==> src/design/lic5_pkg.sv <==
// constants shared by the line interface control register bank
package lic5_pkg;

  // clock period of sys_clk_in in nanoseconds (250 MHz)
  localparam int unsigned LIC5_CLK_PERIOD_NS = 4;

  // time base for every timer of the block, in microseconds
  localparam int unsigned LIC5_TICK_US = 100;
  // cycles of sys_clk_in per time-base tick
  localparam int unsigned LIC5_TICK_CYCLES =
    (LIC5_TICK_US * 1000) / LIC5_CLK_PERIOD_NS;

  // register indices and their byte addresses on the bus
  localparam logic [7:0] LIC5_CTL5_IDX  = 8'h1F;
  localparam logic [7:0] LIC5_GND_IDX   = 8'h20;
  localparam logic [7:0] LIC5_CTL5_ADDR = {LIC5_CTL5_IDX[5:0], 2'b00};
  localparam logic [7:0] LIC5_GND_ADDR  = {LIC5_GND_IDX[5:0], 2'b00};

  // values after reset
  localparam logic [7:0] LIC5_CTL5_RST   = 8'h20;
  localparam logic [1:0] LIC5_RELAYS_RST = 2'h3;

  // field positions of the first control register
  localparam int unsigned LIC5_FULL_BIT   = 7;
  localparam int unsigned LIC5_SEIZE_HI   = 6;
  localparam int unsigned LIC5_SEIZE_LO   = 5;
  localparam int unsigned LIC5_EXTEND_BIT = 3;
  localparam int unsigned LIC5_HPF_BIT    = 1;
  localparam int unsigned LIC5_FLOOR_BIT  = 0;
  // writable bits of the first register; bits 4 and 2 store nothing
  localparam logic [7:0] LIC5_CTL5_WMASK = 8'hEB;

  // field positions of the ground start register
  localparam int unsigned LIC5_TIP_RELAY_BIT  = 1;
  localparam int unsigned LIC5_RING_RELAY_BIT = 0;

  // seize debounce lengths in milliseconds
  localparam int unsigned LIC5_SEIZE_512_MS = 512;
  localparam int unsigned LIC5_SEIZE_128_MS = 128;
  localparam int unsigned LIC5_SEIZE_64_MS  = 64;
  localparam int unsigned LIC5_SEIZE_8_MS   = 8;

  // release speeds in microseconds (fast one stays below 0.5 ms)
  localparam int unsigned LIC5_REL_FAST_US = 200;
  localparam int unsigned LIC5_REL_MID_US  = 3000;
  localparam int unsigned LIC5_REL_SLOW_US = 26000;

  // timer widths
  localparam int unsigned LIC5_CNT_W = 13;

  // the same lengths as counts of ticks
  localparam logic [LIC5_CNT_W-1:0] LIC5_SEIZE_512_TK =
    LIC5_CNT_W'(LIC5_SEIZE_512_MS * 1000 / LIC5_TICK_US);
  localparam logic [LIC5_CNT_W-1:0] LIC5_SEIZE_128_TK =
    LIC5_CNT_W'(LIC5_SEIZE_128_MS * 1000 / LIC5_TICK_US);
  localparam logic [LIC5_CNT_W-1:0] LIC5_SEIZE_64_TK =
    LIC5_CNT_W'(LIC5_SEIZE_64_MS * 1000 / LIC5_TICK_US);
  localparam logic [LIC5_CNT_W-1:0] LIC5_SEIZE_8_TK =
    LIC5_CNT_W'(LIC5_SEIZE_8_MS * 1000 / LIC5_TICK_US);
  localparam logic [LIC5_CNT_W-1:0] LIC5_REL_FAST_TK =
    LIC5_CNT_W'(LIC5_REL_FAST_US / LIC5_TICK_US);
  localparam logic [LIC5_CNT_W-1:0] LIC5_REL_MID_TK =
    LIC5_CNT_W'(LIC5_REL_MID_US / LIC5_TICK_US);
  localparam logic [LIC5_CNT_W-1:0] LIC5_REL_SLOW_TK =
    LIC5_CNT_W'(LIC5_REL_SLOW_US / LIC5_TICK_US);

  // line voltage magnitude at or below which the reading is forced to zero
  localparam logic [7:0] LIC5_FLOOR_V = 8'h03;

endpackage

==> src/design/lic5_tick.sv <==
// restartable divider giving a one-cycle time-base pulse
`timescale 1ns/1ps
module lic5_tick
  import lic5_pkg::*;
#(
  parameter int unsigned TICK_CYCLES = LIC5_TICK_CYCLES
)
(
  input  wire logic sys_clk_in,
  input  wire logic srst_in,
  input  wire logic restart_in,
  output logic      tick_out
);

  // whole state of the divider
  typedef struct packed {
    logic [23:0] cnt;   // cycles since the last tick
    logic        tick;  // registered tick pulse
  } lic5_tick_state_type;

  lic5_tick_state_type state_q;  // registered state
  lic5_tick_state_type state_d;  // next state

  // count cycles; restart puts the next tick a full period away
  always_comb
  begin
    state_d      = state_q;
    state_d.tick = 1'b0;
    if (restart_in)
    begin
      state_d.cnt = 24'h000000;
    end
    else if (state_q.cnt == 24'(TICK_CYCLES - 1))
    begin
      state_d.cnt  = 24'h000000;
      state_d.tick = 1'b1;
    end
    else
    begin
      state_d.cnt = state_q.cnt + 24'h000001;
    end
  end

  // register the state
  always_ff @(posedge sys_clk_in)
  begin
    if (srst_in)
    begin
      state_q <= '0;
    end
    else
    begin
      state_q <= state_d;
    end
  end

  assign tick_out = state_q.tick;

endmodule

==> src/design/lic5_regs.sv <==
// line interface control five and ground start registers with timers
//
// How it works
// - bit 7 set selects full-scale converter mode
// - bits 6:5 pick 512/128/64/8 ms seize
// - extend, speed, damping pick release speed
// - release timed from seize clear to current
// - bit 1 picks 5 Hz or 200 Hz
// - bit 0 clear forces low voltages zero
// - forcing off passes raw reading, zero stays
// - tip sense bit reads zero during current while ground bit 1 is clear
// - ground bit 1 drives tip relay
// - ground bit 0 drives ring relay
// - ground bits 7:3 read zero
// - voltage reading signed; sign change flags reversal
`timescale 1ns/1ps
module lic5_regs
  import lic5_pkg::*;
#(
  parameter int unsigned TICK_CYCLES = LIC5_TICK_CYCLES
)
(
  input  wire logic        sys_clk_in,
  input  wire logic        srst_in,
  // avalon-mm slave
  input  wire logic [7:0]  address_in,
  input  wire logic        read_in,
  input  wire logic        write_in,
  input  wire logic [3:0]  byteenable_in,
  input  wire logic [31:0] writedata_in,
  output logic      [31:0] readdata_out,
  output logic             waitrequest_out,
  // line side status and control from elsewhere in the device
  input  wire logic        line_seize_bit_in,
  input  wire logic        release_speed_select_in,
  input  wire logic [1:0]  arc_damping_select_in,
  input  wire logic [7:0]  line_voltage_raw_in,
  input  wire logic        tip_earth_current_in,
  // effects of the registers
  output logic             full_scale_out,
  output logic             receive_highpass_select_out,
  output logic             seize_debounce_done_out,
  output logic             loop_current_enable_out,
  output logic [7:0]       line_voltage_reading_out,
  output logic             polarity_reversal_out,
  output logic             tip_earth_sense_relay_out,
  output logic             far_wire_earth_relay_out
);

  // whole state of the block
  typedef struct packed {
    logic                  wait_n;     // high while the bus must wait
    logic [31:0]           rdata;      // read data presented to the bus
    logic [7:0]            ctl5;       // first control register
    logic [1:0]            relays;     // ground start relay bits
    logic                  tip_sense;  // live tip sense, low on current with tip relay bit clear
    logic                  seize_prev; // seize level one cycle ago
    logic [LIC5_CNT_W-1:0] seize_cnt;  // debounce ticks elapsed
    logic                  seize_done; // debounce complete
    logic [LIC5_CNT_W-1:0] rel_cnt;    // release ticks elapsed
    logic                  releasing;  // release timer running
    logic                  loop_en;    // loop current permitted
    logic [7:0]            volt;       // line voltage reading
    logic                  volt_sign;  // sign of the previous sample
    logic                  volt_seen;  // a sample has been taken
    logic                  pol_rev;    // reversal pulse
  } lic5_state_type;

  lic5_state_type state_q;  // registered state
  lic5_state_type state_d;  // next state
  logic           tick;     // time-base pulse
  logic           restart;  // realigns the time base on seize edges

  // selects which register an address names: 0 none, 1 ctl5, 2 ground
  function automatic logic [1:0] lic5_sel(input logic [7:0] addr);
    logic [1:0] sel;
    sel = 2'h0;
    if (addr == LIC5_CTL5_ADDR)
    begin
      // first control register
      sel = 2'h1;
    end
    else if (addr == LIC5_GND_ADDR)
    begin
      // ground start register
      sel = 2'h2;
    end
    return sel;
  endfunction

  // seize debounce length in ticks from the two-bit field
  function automatic logic [LIC5_CNT_W-1:0] lic5_seize_len(
    input logic [1:0] code);
    logic [LIC5_CNT_W-1:0] len;
    // code one is the reset default of 128 ms
    // the default branch only catches unknown codes
    case (code)
      2'h0:    len = LIC5_SEIZE_512_TK;
      2'h1:    len = LIC5_SEIZE_128_TK;
      2'h2:    len = LIC5_SEIZE_64_TK;
      2'h3:    len = LIC5_SEIZE_8_TK;
      default: len = LIC5_SEIZE_128_TK;
    endcase
    return len;
  endfunction

  // release speed in ticks from speed, extend and damping settings
  // speed and damping come from other registers of the device
  function automatic logic [LIC5_CNT_W-1:0] lic5_rel_len(
    input logic       speed,
    input logic       extend,
    input logic [1:0] damp);
    logic [LIC5_CNT_W-1:0] len;
    // any combination not listed keeps the fast release
    len = LIC5_REL_FAST_TK;
    if (speed && (damp == 2'h3))
    begin
      // slow release, extend bit is a don't care
      len = LIC5_REL_SLOW_TK;
    end
    else if (!speed && extend && (damp == 2'h0))
    begin
      // medium release
      len = LIC5_REL_MID_TK;
    end
    return len;
  endfunction

  // true when a signed reading lies within the forced-zero band
  // both polarities share one band
  function automatic logic lic5_is_low(input logic [7:0] v);
    logic low;
    low = 1'b0;
    if (!v[7] && (v <= LIC5_FLOOR_V))
    begin
      // positive reading at or under the floor
      low = 1'b1;
    end
    else if (v[7] && ((~v + 8'h01) <= LIC5_FLOOR_V))
    begin
      // negative reading, magnitude at or under the floor
      low = 1'b1;
    end
    return low;
  endfunction

  // time base restarts on each seize edge so delays are exact
  // a tick already in flight is dropped by the restart
  assign restart = (line_seize_bit_in != state_q.seize_prev);

  // time base shared by the debounce and release timers
  // the first tick after an edge comes one full period later
  lic5_tick #(
    .TICK_CYCLES (TICK_CYCLES)
  ) u_tick (
    .sys_clk_in  (sys_clk_in),
    .srst_in     (srst_in),
    .restart_in  (restart),
    .tick_out    (tick)
  );

  // next-state logic of bus, registers, timers and line reading
  always_comb
  begin
    state_d         = state_q;
    // pulse outputs fall back low every cycle
    state_d.pol_rev = 1'b0;

    // bus: one wait cycle, then answer with waitrequest low
    // a new request is taken only while waitrequest is high
    if ((read_in || write_in) && state_q.wait_n)
    begin
      state_d.wait_n = 1'b0;
      case (lic5_sel(address_in))
        2'h1:
        begin
          // reserved bits are stored as zero already
          state_d.rdata = {24'h000000, state_q.ctl5};
        end
        2'h2:
        begin
          // upper bits always read zero
          state_d.rdata = {29'h00000000, state_q.tip_sense,
                           state_q.relays};
        end
        default:
        begin
          // unmapped addresses read as zero
          state_d.rdata = 32'h00000000;
        end
      endcase
    end
    else
    begin
      // idle, or answered: waitrequest goes back high
      state_d.wait_n = 1'b1;
    end

    // write takes effect on the edge with waitrequest low
    // only byte lane 0 carries register bits
    if (write_in && !state_q.wait_n && byteenable_in[0])
    begin
      case (lic5_sel(address_in))
        2'h1:
        begin
          // bits 4 and 2 store nothing, software keeps them zero
          state_d.ctl5 = writedata_in[7:0] & LIC5_CTL5_WMASK;
        end
        2'h2:
        begin
          // relay control bits
          state_d.relays = writedata_in[1:0];
        end
        default:
        begin
          // unmapped writes change nothing
          state_d.ctl5 = state_q.ctl5;
        end
      endcase
    end

    // tip sense low only while the relay is closed and current flows
    // an open relay hides the current, so the sense idles high
    state_d.tip_sense = ~(tip_earth_current_in &
                          ~state_q.relays[LIC5_TIP_RELAY_BIT]);

    // seize debounce: count ticks after seize, done at selected length
    state_d.seize_prev = line_seize_bit_in;
    if (!line_seize_bit_in)
    begin
      // line released: clear the debounce
      state_d.seize_cnt  = '0;
      state_d.seize_done = 1'b0;
    end
    else if (restart)
    begin
      // seize edge: count again from zero
      state_d.seize_cnt  = '0;
      state_d.seize_done = 1'b0;
    end
    else if (tick && !state_q.seize_done)
    begin
      // one more tick with the line held
      state_d.seize_cnt = state_q.seize_cnt + 1'b1;
      if (state_d.seize_cnt == lic5_seize_len(
            state_q.ctl5[LIC5_SEIZE_HI:LIC5_SEIZE_LO]))
      begin
        // selected length reached
        state_d.seize_done = 1'b1;
      end
    end

    // release: loop current ends the selected time after seize clears
    if (line_seize_bit_in)
    begin
      // seized, current flows at once
      state_d.loop_en   = 1'b1;
      state_d.releasing = 1'b0;
      state_d.rel_cnt   = '0;
    end
    else if (restart && state_q.loop_en)
    begin
      // seize just cleared, start timing
      state_d.releasing = 1'b1;
      state_d.rel_cnt   = '0;
    end
    else if (state_q.releasing && tick)
    begin
      // one more tick of release
      state_d.rel_cnt = state_q.rel_cnt + 1'b1;
      if (state_d.rel_cnt == lic5_rel_len(release_speed_select_in,
            state_q.ctl5[LIC5_EXTEND_BIT], arc_damping_select_in))
      begin
        // selected release time reached, current stops
        state_d.loop_en   = 1'b0;
        state_d.releasing = 1'b0;
      end
    end

    // line voltage reading, forced to zero near zero unless disabled
    if (!state_q.ctl5[LIC5_FLOOR_BIT] && lic5_is_low(line_voltage_raw_in))
    begin
      // inside the floor band with forcing enabled
      state_d.volt = 8'h00;
    end
    else
    begin
      // raw value passes; a raw zero still reads zero
      state_d.volt = line_voltage_raw_in;
    end

    // sign bit change marks a polarity reversal
    // the first sample after reset has no earlier sign
    state_d.volt_sign = state_d.volt[7];
    state_d.volt_seen = 1'b1;
    if (state_q.volt_seen && (state_d.volt[7] != state_q.volt_sign))
    begin
      state_d.pol_rev = 1'b1;
    end
  end

  // register the state; reset loads the documented defaults
  always_ff @(posedge sys_clk_in)
  begin
    if (srst_in)
    begin
      // clear everything, then load the nonzero defaults
      state_q           <= '0;
      state_q.wait_n    <= 1'b1;
      state_q.ctl5      <= LIC5_CTL5_RST;
      state_q.relays    <= LIC5_RELAYS_RST;
      // tip sense idles high until the first sample
      state_q.tip_sense <= 1'b1;
    end
    else
    begin
      // normal operation
      state_q <= state_d;
    end
  end

  // outputs straight from the state flip-flops
  // bus answer
  assign readdata_out                = state_q.rdata;
  assign waitrequest_out             = state_q.wait_n;
  // converter scale select
  assign full_scale_out              = state_q.ctl5[LIC5_FULL_BIT];
  // receive corner select
  assign receive_highpass_select_out = state_q.ctl5[LIC5_HPF_BIT];
  // timer status
  assign seize_debounce_done_out     = state_q.seize_done;
  assign loop_current_enable_out     = state_q.loop_en;
  // line voltage reading and reversal pulse
  assign line_voltage_reading_out    = state_q.volt;
  assign polarity_reversal_out       = state_q.pol_rev;
  // relay drives, one means open
  assign tip_earth_sense_relay_out   =
    state_q.relays[LIC5_TIP_RELAY_BIT];
  assign far_wire_earth_relay_out    =
    state_q.relays[LIC5_RING_RELAY_BIT];

endmodule

==> config.mk <==
export PLATFORM = sky130hd
export DESIGN_NAME = lic5_regs
export DESIGN_NICKNAME = d
export VERILOG_FILES = /design/src/design/lic5_pkg.sv /design/src/design/lic5_tick.sv /design/src/design/lic5_regs.sv
export SDC_FILE = /design/constraint.sdc
export NUM_CORES = 1
export LEC_CHECK = 0
export ABC_AREA = 1
export BUFFER_PORTS_ARGS = -buffer_cell sky130_fd_sc_hd__buf_2
export CAP_MARGIN = 30
export CORE_ASPECT_RATIO = 1.1
export CORE_MARGIN = 1.5
export CORE_UTILIZATION = 54
export DETAILED_ROUTE_END_ITERATION = 8
export HOLD_SLACK_MARGIN = 0.12
export PLACE_DENSITY = 0.79
export SLEW_MARGIN = 10
export SYNTH_ARGS = -nofsm -noshare
export SYNTH_HDL_FRONTEND = slang
export SYNTH_SLANG_ARGS = --single-unit
export TNS_END_PERCENT = 100
==> constraint.sdc <==
create_clock -name sys_clk_in -period 2.23 [get_ports sys_clk_in]
set_input_delay 0.1115 -clock sys_clk_in [delete_from_list [all_inputs] [get_ports sys_clk_in]]
set_output_delay 0.1115 -clock sys_clk_in [all_outputs]
set_load 0.02 [all_outputs]
After elaboration in Yosys (flattened, before gate mapping)
Index checks and enable logic that the tools add are counted.
{"block": "op_classes", "n_addsub": 4, "order_cmp": 2, "n_eq_ne": 16, "muxes": 26, "bitwise_logic": 5, "n_reduce_logical": 36}
{"op": "$mux W13", "count": 6}
{"op": "$pmux W13 S4", "count": 1}
{"op": "$add A13 B1 Y13 const B", "count": 2}
{"op": "$eq A13 B13 Y1", "count": 2}
{"op": "$add A24 B1 Y24 const B", "count": 1}
{"op": "$eq A24 B15 Y1 const B", "count": 1}
{"op": "$le A8 B2 Y1 const B", "count": 2}
{"op": "$pmux W8 S2", "count": 1}
{"op": "$mux W2", "count": 7}
{"op": "$logic_and A1 B1 Y1", "count": 13}
{"op": "$eq A2 B2 Y1 const B", "count": 5}
{"op": "$mux W9", "count": 1}
{"op": "$reduce_or A3 Y1", "count": 3}
{"op": "$add A8 B1 Y8 const B", "count": 1}
{"op": "$eq A8 B7 Y1 const B", "count": 1}
{"op": "$eq A8 B8 Y1 const B", "count": 1}
{"op": "$mux W1", "count": 8}
{"op": "$mux W8", "count": 1}
{"op": "$not A8 Y8", "count": 1}
{"op": "$reduce_and A2 Y1", "count": 4}
{"op": "$reduce_bool A2 Y1", "count": 4}
{"op": "$eq A2 B1 Y1 const B", "count": 3}
{"op": "$reduce_or A2 Y1", "count": 3}
{"op": "$logic_not A1 Y1", "count": 5}
{"op": "8 further kinds", "count": 12}
{"block": "totals", "register_bits": 107, "input_bits": 61, "output_inout_bits": 48, "word_cells": 106}

Depth between registers and ports, before layout
Gate-level depths: netlist of the first run.
{"block": "logic_depth", "word_depth": 13, "mapped_depth": 13, "ltp_nobuf": 13}

Modules after synthesis
From an unflattened synthesis of the first run, not the netlist that was laid out.
{"block": "hier_totals", "cells_unflattened": 698, "hier_area_um2": 4629.4}
{"module": "lic5_regs", "n_inst": 1, "cells_per_inst": 499, "area_per_inst_um2": 3276.9, "seq_area_each_um2": 1141.1}
{"module": "lic5_tick", "n_inst": 1, "cells_per_inst": 199, "area_per_inst_um2": 1352.5, "seq_area_each_um2": 500.5}

Worst setup path after synthesis of the first run
Ideal clock, no wire load.
{"block": "synth_timing", "kind": "register to register", "from": "register u_tick.state_q[1] (netlist name)", "to": "register u_tick.state_q[17] (netlist name)", "setup_ns": 0.114, "arrival_ns": 1.441, "required_ns": 2.116, "slack_ns": 0.674, "stages_incl_launch_ff": 11, "n_path_buf": 0, "period_less_slack_ns": 1.556, "cell_sequence": "dfxtp_1 > ha_1 > nand2_1 > inv_1 > nand2_1 > nor3_2 > nand2_1 > nor2_2 > nand2_1 > xor2_1 > nor2_1"}
{"block": "synth_between", "elab_chain_cells": 2, "elab_cells_between_ends": 3, "cone_classes": "add/sub: 1; eq/ne: 1; reduce/logical: 1"}
{"item": "from (decl)", "line_no": "lic5_tick.sv:21", "text": "lic5_tick_state_type state_q;"}
{"item": "from (signal assigned)", "line_no": "lic5_tick.sv:53", "text": "state_q <= state_d;"}
{"item": "parallel branches: the longest is 2 deep, another holds $add A24 B1 Y24"}
Several ways; the timed one is not identified.
A chain may end at the register's enable or synchronous reset.

Worst setup path after layout of the first run
{"block": "layout_timing", "from": "register u_tick.state_q[1] (netlist name)", "to": "register u_tick.state_q[19] (netlist name)"}
Same word-level chain as after synthesis.

==> results of run 1 <==
==> layout make-up <==
| cell class | instances | share of cell area (%) |
|---|---|---|
| clock buffer | 9 | 2.46 |
| clock inverter | 7 | 1.52 |
| inverter | 98 | 7.30 |
| multi-input combinational | 458 | 43.6 |
| sequential | 82 | 32.6 |
| tap | 108 | 2.68 |
| timing repair buffer | 78 | 9.89 |
==> state kept, by name, indices dropped and copies added (netlist names), 7 cells and up <==
name	cells
state_q	34
u_tick.state_q	24
line_voltage_reading_out	8
readdata_out	7
==> through the flow <==
step,power (mW),worst slack (ns),cell area (um^2),cells
global placement,1.74,0.472,4650,805
finish,2.83,0.362,5040,840
detailed placement,1.74,0.418,4650,805
floorplan,1.72,0.674,4550,687
global route,2.94,0.190,5040,840
CTS,2.84,0.382,5040,840
==> layer usage <==
| layer | vias up | GRT usage, % | part of all wire [%] |
|---|---|---|---|
| li1 | 2199 | - | - |
| met1 | 2010 | 29.3 | 43 |
| met2 | 113 | 41.0 | 50 |
| met3 | 23 | 4.40 | 4.1 |
| met4 | 0 | 12.0 | 2.4 |
| met5 | - | 0 | 0 |
==> cell usage in the layout, fill, tap and decap left out, types with 3 or more instances in the layout <==
| cell | n |
|---|---|
| a211oi_1 | 4 |
| a21oi_1 | 36 |
| buf_2 | 54 |
| buf_4 | 5 |
| clkbuf_8 | 9 |
| conb_1 | 25 |
| dfxtp_1 | 82 |
| dlygate4sd3_1 | 19 |
| ha_1 | 3 |
| inv_1 | 95 |
| inv_8 | 3 |
| nand2_1 | 161 |
| nand3_1 | 45 |
| nand4_1 | 18 |
| nor2_1 | 72 |
| nor2_2 | 7 |
| nor3_1 | 10 |
| nor4_1 | 4 |
| o211ai_1 | 14 |
| o21ai_0 | 29 |
| xor2_1 | 7 |
==> timing repair <==
| item | CTS | global route |
|---|---|---|
| hold buffers | 19 | 0 |
| setup endpoints to repair | 0 | 0 |
| hold endpoints to repair | 21 | 0 |
==> power by group through the flow <==
stage | Clock, mW | Sequential, mW | Combinational [mW]
2_1_floorplan | 0 | 1.54 | 0.187
4_1_cts | 1.11 | 1.50 | 0.230
3_5_place_dp | 0 | 1.54 | 0.205
6_report | 1.09 | 1.50 | 0.234
3_3_place_gp | 0 | 1.54 | 0.201
5_1_grt | 1.18 | 1.51 | 0.258
==> final timing paths <==
check,slack [ns],depth (start not counted),endpoint
min reg2reg,0.45,2,readdata_out[2]
max reg2reg,0.36,10,u_tick.state_q[19]
min,0.18,6,readdata_out[2]
max,0.36,10,u_tick.state_q[19]
==> cells by family (layout without fill, tap and decap cells) <==
| kind of cell | Yosys count | after routing |
|---|---|---|
| simple gates | 332 | 332 |
| flops | 82 | 82 |
| buf+inv | 147 | 192 |
| other cells | 1 | 25 |
| xor+xnor | 9 | 9 |
| compound gates | 89 | 89 |
| fa+ha+maj | 3 | 3 |
==> critical path, delay by kind of cell (launching register included) <==
kind | cells | cell delay (ns)
AND/OR/NAND/NOR | 6 | 0.84
flip-flops | 1 | 0.42
AO/OA/AOI/OAI | 2 | 0.24
adder cells (fa/ha/maj) | 1 | 0.19
buffers and inverters | 1 | 0.08
==> impl_metrics.py, run 1 <==
metrics = {
    "power_and_ir_drop": {
        "power.share.combinational_pct": 8.3,
        "p_leak_nw": 2.32,
        "clkPwrFrac_pct": 38.5,
        "swShare_pct": 28.6,
        "p_per_area_nw_per_um2": 561,
        "ir_drop_v": 0.000458,
        "p_sw_mw": 0.809,
        "p_int_mw": 2.02,
        "seqPwrFrac_pct": 53.2,
    },
    "synth": {
        "synthTopCellsByCount": "nand2_1 (161), inv_1 (95), dfxtp_1 (82)",
        "async_flop_share_pct": 0,
        "synth_cell_type_count": 39,
        "synth_top_family_by_area": "simple AND/OR/NAND/NOR gates",
        "synth_edf_count": 0,
        "synth-seq-cells": 82,
        "synthXorXnorAreaFrac_pct": 1.77,
        "synthCells": 663,
        "synth.most_common_cell": "nand2_1",
        "synth-simple-area-share_pct": 33.2,
        "synth.mux.area_fraction_pct": 0,
        "synth_area_um2": 4460,
        "ys.warnings.count": 0,
        "yosysTopAreaCellShare_pct": 36.8,
        "syn_area_per_cell_um2": 6.72,
        "synth_compound_area_share_pct": 11.3,
        "synth_area_leader_cell": "dfxtp_1",
        "ys_seq_area_share_pct": 36.8,
        "yosys.area_share.adder_pct": 0.842,
        "synth_flop_cell": "dfxtp_1",
        "synth_area_leaders": "dfxtp_1 (37%), nand2_1 (14%), inv_1 (8.0%)",
    },
    "worst_setup_path": {
        "slowest_delay_ns": 0.42,
        "cp_data_required_time_ns": 2.49,
        "cp.arrival_ns": 2.13,
        "cp-start-kind": "register",
        "worstPathCellList": "ha_1 -> nand2_1 -> inv_1 -> nand2_1 -> nor2_2 -> nand3_1 -> nor2_2 -> nand4_1 -> o21ai_0 -> a21oi_1",
        "path_class": "register to register",
        "startpoint": "u_tick.state_q[1]",
        "crit_slowest_cell": "dfxtp_1",
        "r2r_start": "u_tick.state_q[1]",
        "crit_path_end_kind": "register",
        "worstPathMaxFanout": 5,
    },
    "global_routing": {
        "grt_pass1_wl_um": 17300,
        "antenna_found_initial": 0,
        "grt_max_degree": 19,
        "grt_pass1_vias": 4168,
        "grt-ovfl-total": 0,
        "groute.usage.overall_pct": 24.4,
    },
    "cells_and_area": {
        "drive_gt1_share_pct": 13.0,
        "synthToLayoutAreaGrowth_pct": 13.0,
        "post-route-util_pct": 63.3,
        "multiInputGateArea_um2": 2190,
        "layout.nets": 791,
        "antennaDiodeCount": 0,
        "final.fill_count": 727,
        "seqCellArea_um2": 1640,
    },
    "status": {
        "status": "finished clean",
    },
    "clock_network": {
        "tritoncts": "done",
        "postCtsSetupBuffers": 0,
        "cts_buffer_depth": 2,
        "clkTransAtPathRegs_ns": 0.10,
        "cts_buffers": 9,
        "clockRootBuffer": "clkbuf_8",
        "clkLatencyLatePin_ns": 0.36,
        "cts_resized": 0,
        "cts-htree-levels": 3,
        "cts.sinks": 82,
    },
    "run": {
        "cap_viol_max_count": 0,
    },
    "routing": {
        "drtPass1Iterations": 5,
        "post_drt_wl_per_cell_um": 12.1,
        "drt-total-wl_um": 10100,
        "vias_per_cell": 5.17,
        "drcViolationCount": 0,
        "vias": 4345,
        "drtIter0Drc": 216,
        "antenna_left": 0,
    },
    "sta": {
        "fin_setup_tns_ns": 0,
        "period_needed_ns": 1.87,
        "drv_slew": 0,
        "period_share_pct": 83.8,
        "fmax_mhz": 535,
        "fin_skew_ns": 0.00750,
        "holdWs_ns": 0.175,
        "finalSetupViolCount": 0,
        "finalHoldViolCount": 0,
        "rsz0062_at_grt": "no",
    },
    "die": {
        "fp.dieArea_um2": 8810,
        "core_area_um2": 7960,
        "die_w_um": 89.6,
        "start_util_pct": 56.0,
        "io_pins": 109,
        "die_h_um": 98.3,
        "row_count": 34,
    },
    "placement": {
        "port_buffers": 54,
        "hpwl_um": 7230,
        "place.gp.congestion": 0.881,
    },
    "min_path": {
        "hold_class": "input pin to register",
        "hp-start": "address_in[3]",
    },
}
No activity file was read; power rests on OpenSTA's default activity.
==> inputs of run 2 (changes only) <==
Settings changed: CORE_UTILIZATION 54 to 49, PLACE_DENSITY 0.79 to 0.75.
Clock period 2.23 ns to 1.6 ns, I/O delays scaled along.
==> run 2 against run 1 <==
  * The flow now finishes with violations (setup timing)
  * Worst hold slack worse by 0.014 ns
  * Clock power up 58%
  * Wire length up 11%
  * Critical path type unchanged
  * Critical endpoint is now u_tick.state_q[22]
  * Largest cell class unchanged
==> impl_metrics.py, run 2 (same netlist as run 1, synthesis figures left out) <==
metrics = {
    "routing": {
        "vias_per_cell": 5.07,
        "post_drt_wl_per_cell_um": 12.8,
        "drtPass1Iterations": 5,
        "dr.max_layer_used": "met4",
        "routed-wl-met2_um": 5770,
        "vias": 4488,
        "drcViolationCount": 0,
        "antenna_left": 0,
        "drtIter0Drc": 296,
        "drt-total-wl_um": 11300,
        "met1Wirelength_um": 4760,
        "met3_length_um": 560,
    },
    "cells_and_area": {
        "instances_no_fill": 885,
        "final_common_cell": "nand2_1",
        "layout.nets": 830,
        "drive_gt1_share_pct": 25.2,
        "final_cell_mix": "nand2_1 (150), inv_1 (89), dfxtp_1 (66), nor2_1 (60), buf_2 (54)",
        "top_register": "state_q",
        "synthToLayoutAreaGrowth_pct": 25.9,
        "largest_reg_flops": 34,
        "post-route-util_pct": 63.5,
        "antennaDiodeCount": 0,
    },
    "status": {
        "status": "finished, violations left",
        "violations": "setup timing",
    },
    "power_and_ir_drop": {
        "ir_drop_v": 0.000659,
        "p_per_area_nw_per_um2": 741,
        "p_leak_nw": 2.59,
    },
    "global_routing": {
        "grt-ovfl-total": 0,
        "grt_max_degree": 19,
        "grt_pass1_wl_um": 17300,
        "grt_pass1_vias": 4045,
        "antenna_found_initial": 0,
        "groute.usage.overall_pct": 22.4,
    },
    "clock_network": {
        "clkLatencyLatePin_ns": 0.37,
        "cts.sinks": 82,
        "tritoncts": "done",
        "cts_buffer_depth": 2,
        "cts-htree-levels": 3,
        "cts_buffers": 9,
        "clkTransAtPathRegs_ns": 0.09,
        "clockRootBuffer": "clkbuf_8",
    },
    "sta": {
        "drv_slew": 0,
        "rsz0062_at_grt": "yes",
        "finalHoldViolCount": 0,
        "fmax_mhz": 592,
        "period_share_pct": 106,
        "period_needed_ns": 1.69,
        "fin_skew_ns": 0.00865,
        "finalSetupViolCount": 8,
        "setup_ws_ns": -0.0891,
    },
    "die": {
        "row_count": 36,
        "io_pins": 109,
        "start_util_pct": 50.5,
        "core_area_um2": 8830,
        "die_h_um": 103,
        "die_w_um": 93.9,
        "fp.dieArea_um2": 9680,
    },
    "worst_setup_path": {
        "cp-start-kind": "register",
        "ff2ff_setup_slack_ns": -0.09,
        "r2r_end": "u_tick.state_q[22]",
        "path_class": "register to register",
        "crit_path_end_kind": "register",
        "r2r_start": "u_tick.state_q[16]",
        "reg2regPathDepth": 7,
        "cp_data_required_time_ns": 1.89,
        "cp.arrival_ns": 1.98,
        "worstPathMaxFanout": 6,
    },
    "placement": {
        "port_buffers": 54,
        "place.gp.congestion": 0.891,
        "hpwl_um": 7600,
        "dp.cells": 840,
    },
    "min_path": {
        "worstHoldPathCells": 6,
        "min_to": "readdata_out[2]",
        "hp-start": "address_in[2]",
        "hold_class": "input pin to register",
    },
    "run": {
        "cap_viol_max_count": 0,
    },
}
[run 2: cell types whose count changed in the layout (fill, tap and decap cells not counted), sizes merged]
cell,before,now
clkinv,4,5
inv,101,98
dlygate4sd3,19,17
buf,59,100
bufinv,0,2
[run 2: routing by layer]
layer  track usage, %  vias up
li1                 -     2270
met2             40.9      121
met5                0        -
met4             7.35        0
met3             4.79       20
met1             26.0     2077
[run 2: report_power, final]
group | switching [mW] | internal [mW]
Clock | 0.829 | 0.893
Sequential | 0.0171 | 2.07
Combinational | 0.224 | 0.123
[run 2: how the worst max path moves through the flow]
| stage | endpoint | from | depth (start not counted) | slack, ns |
|---|---|---|---|---|
| after floorplan | u_tick.state_q[17] | u_tick.state_q[1] | 10 | 0.04 |
| after global placement | loop_current_enable_out | state_q[13] | 13 | -0.04 |
| after detailed placement | seize_debounce_done_out | state_q[27] | 11 | -0.07 |
| after CTS | u_tick.state_q[24] | u_tick.state_q[1] | 8 | -0.002 |
| after global routing | u_tick.state_q[22] | u_tick.state_q[16] | 7 | -0.17 |
| final | u_tick.state_q[22] | u_tick.state_q[16] | 7 | -0.09 |
[run 2: layout make-up]
| type | count | area (um^2) |
|---|---|---|
| fillers | 752 | 3220 |
| clock buffers | 9 | 124 |
| repair buffers | 117 | 801 |
| clock inverters | 7 | 100 |
| multi-input cells | 458 | 2410 |
| well taps | 114 | 143 |
| inverters | 98 | 370 |
| flip-flops and latches | 82 | 1670 |
[run 2: per-stage QoR]
stage | TNS [ns] | hold WS (ns) | setup slack (ns) | instance area [um^2] | total power [mW]
after floorplan | 0 | 0.165 | 0.0442 | 4550 | 2.40
after global placement | -0.0607 | 0.275 | -0.0435 | 4870 | 2.43
after detailed placement | -0.645 | 0.281 | -0.0704 | 4870 | 2.44
after CTS | -0.00182 | 0.145 | -0.00182 | 5330 | 4.16
after global routing | -1.72 | 0.183 | -0.165 | 5610 | 4.29
final | -0.276 | 0.161 | -0.0891 | 5610 | 4.16
[run 2: critical path, cell delays in order (launching register included)]
cell and delay [ns]:
dfxtp_1 0.44, nand2_1 0.08, nor3_1 0.23, nand2_1 0.14, nor2_2 0.18, nand2_1 0.11, o21ai_0 0.22, nor3b_2 0.22
[run 2: what timing repair did]
action,4_1_cts,5_1_grt
setup endpoints to repair,26,24
pin swaps,10,22
hold buffers,17,0
resized for setup,24,61
hold endpoints to repair,22,0
setup buffers,0,13
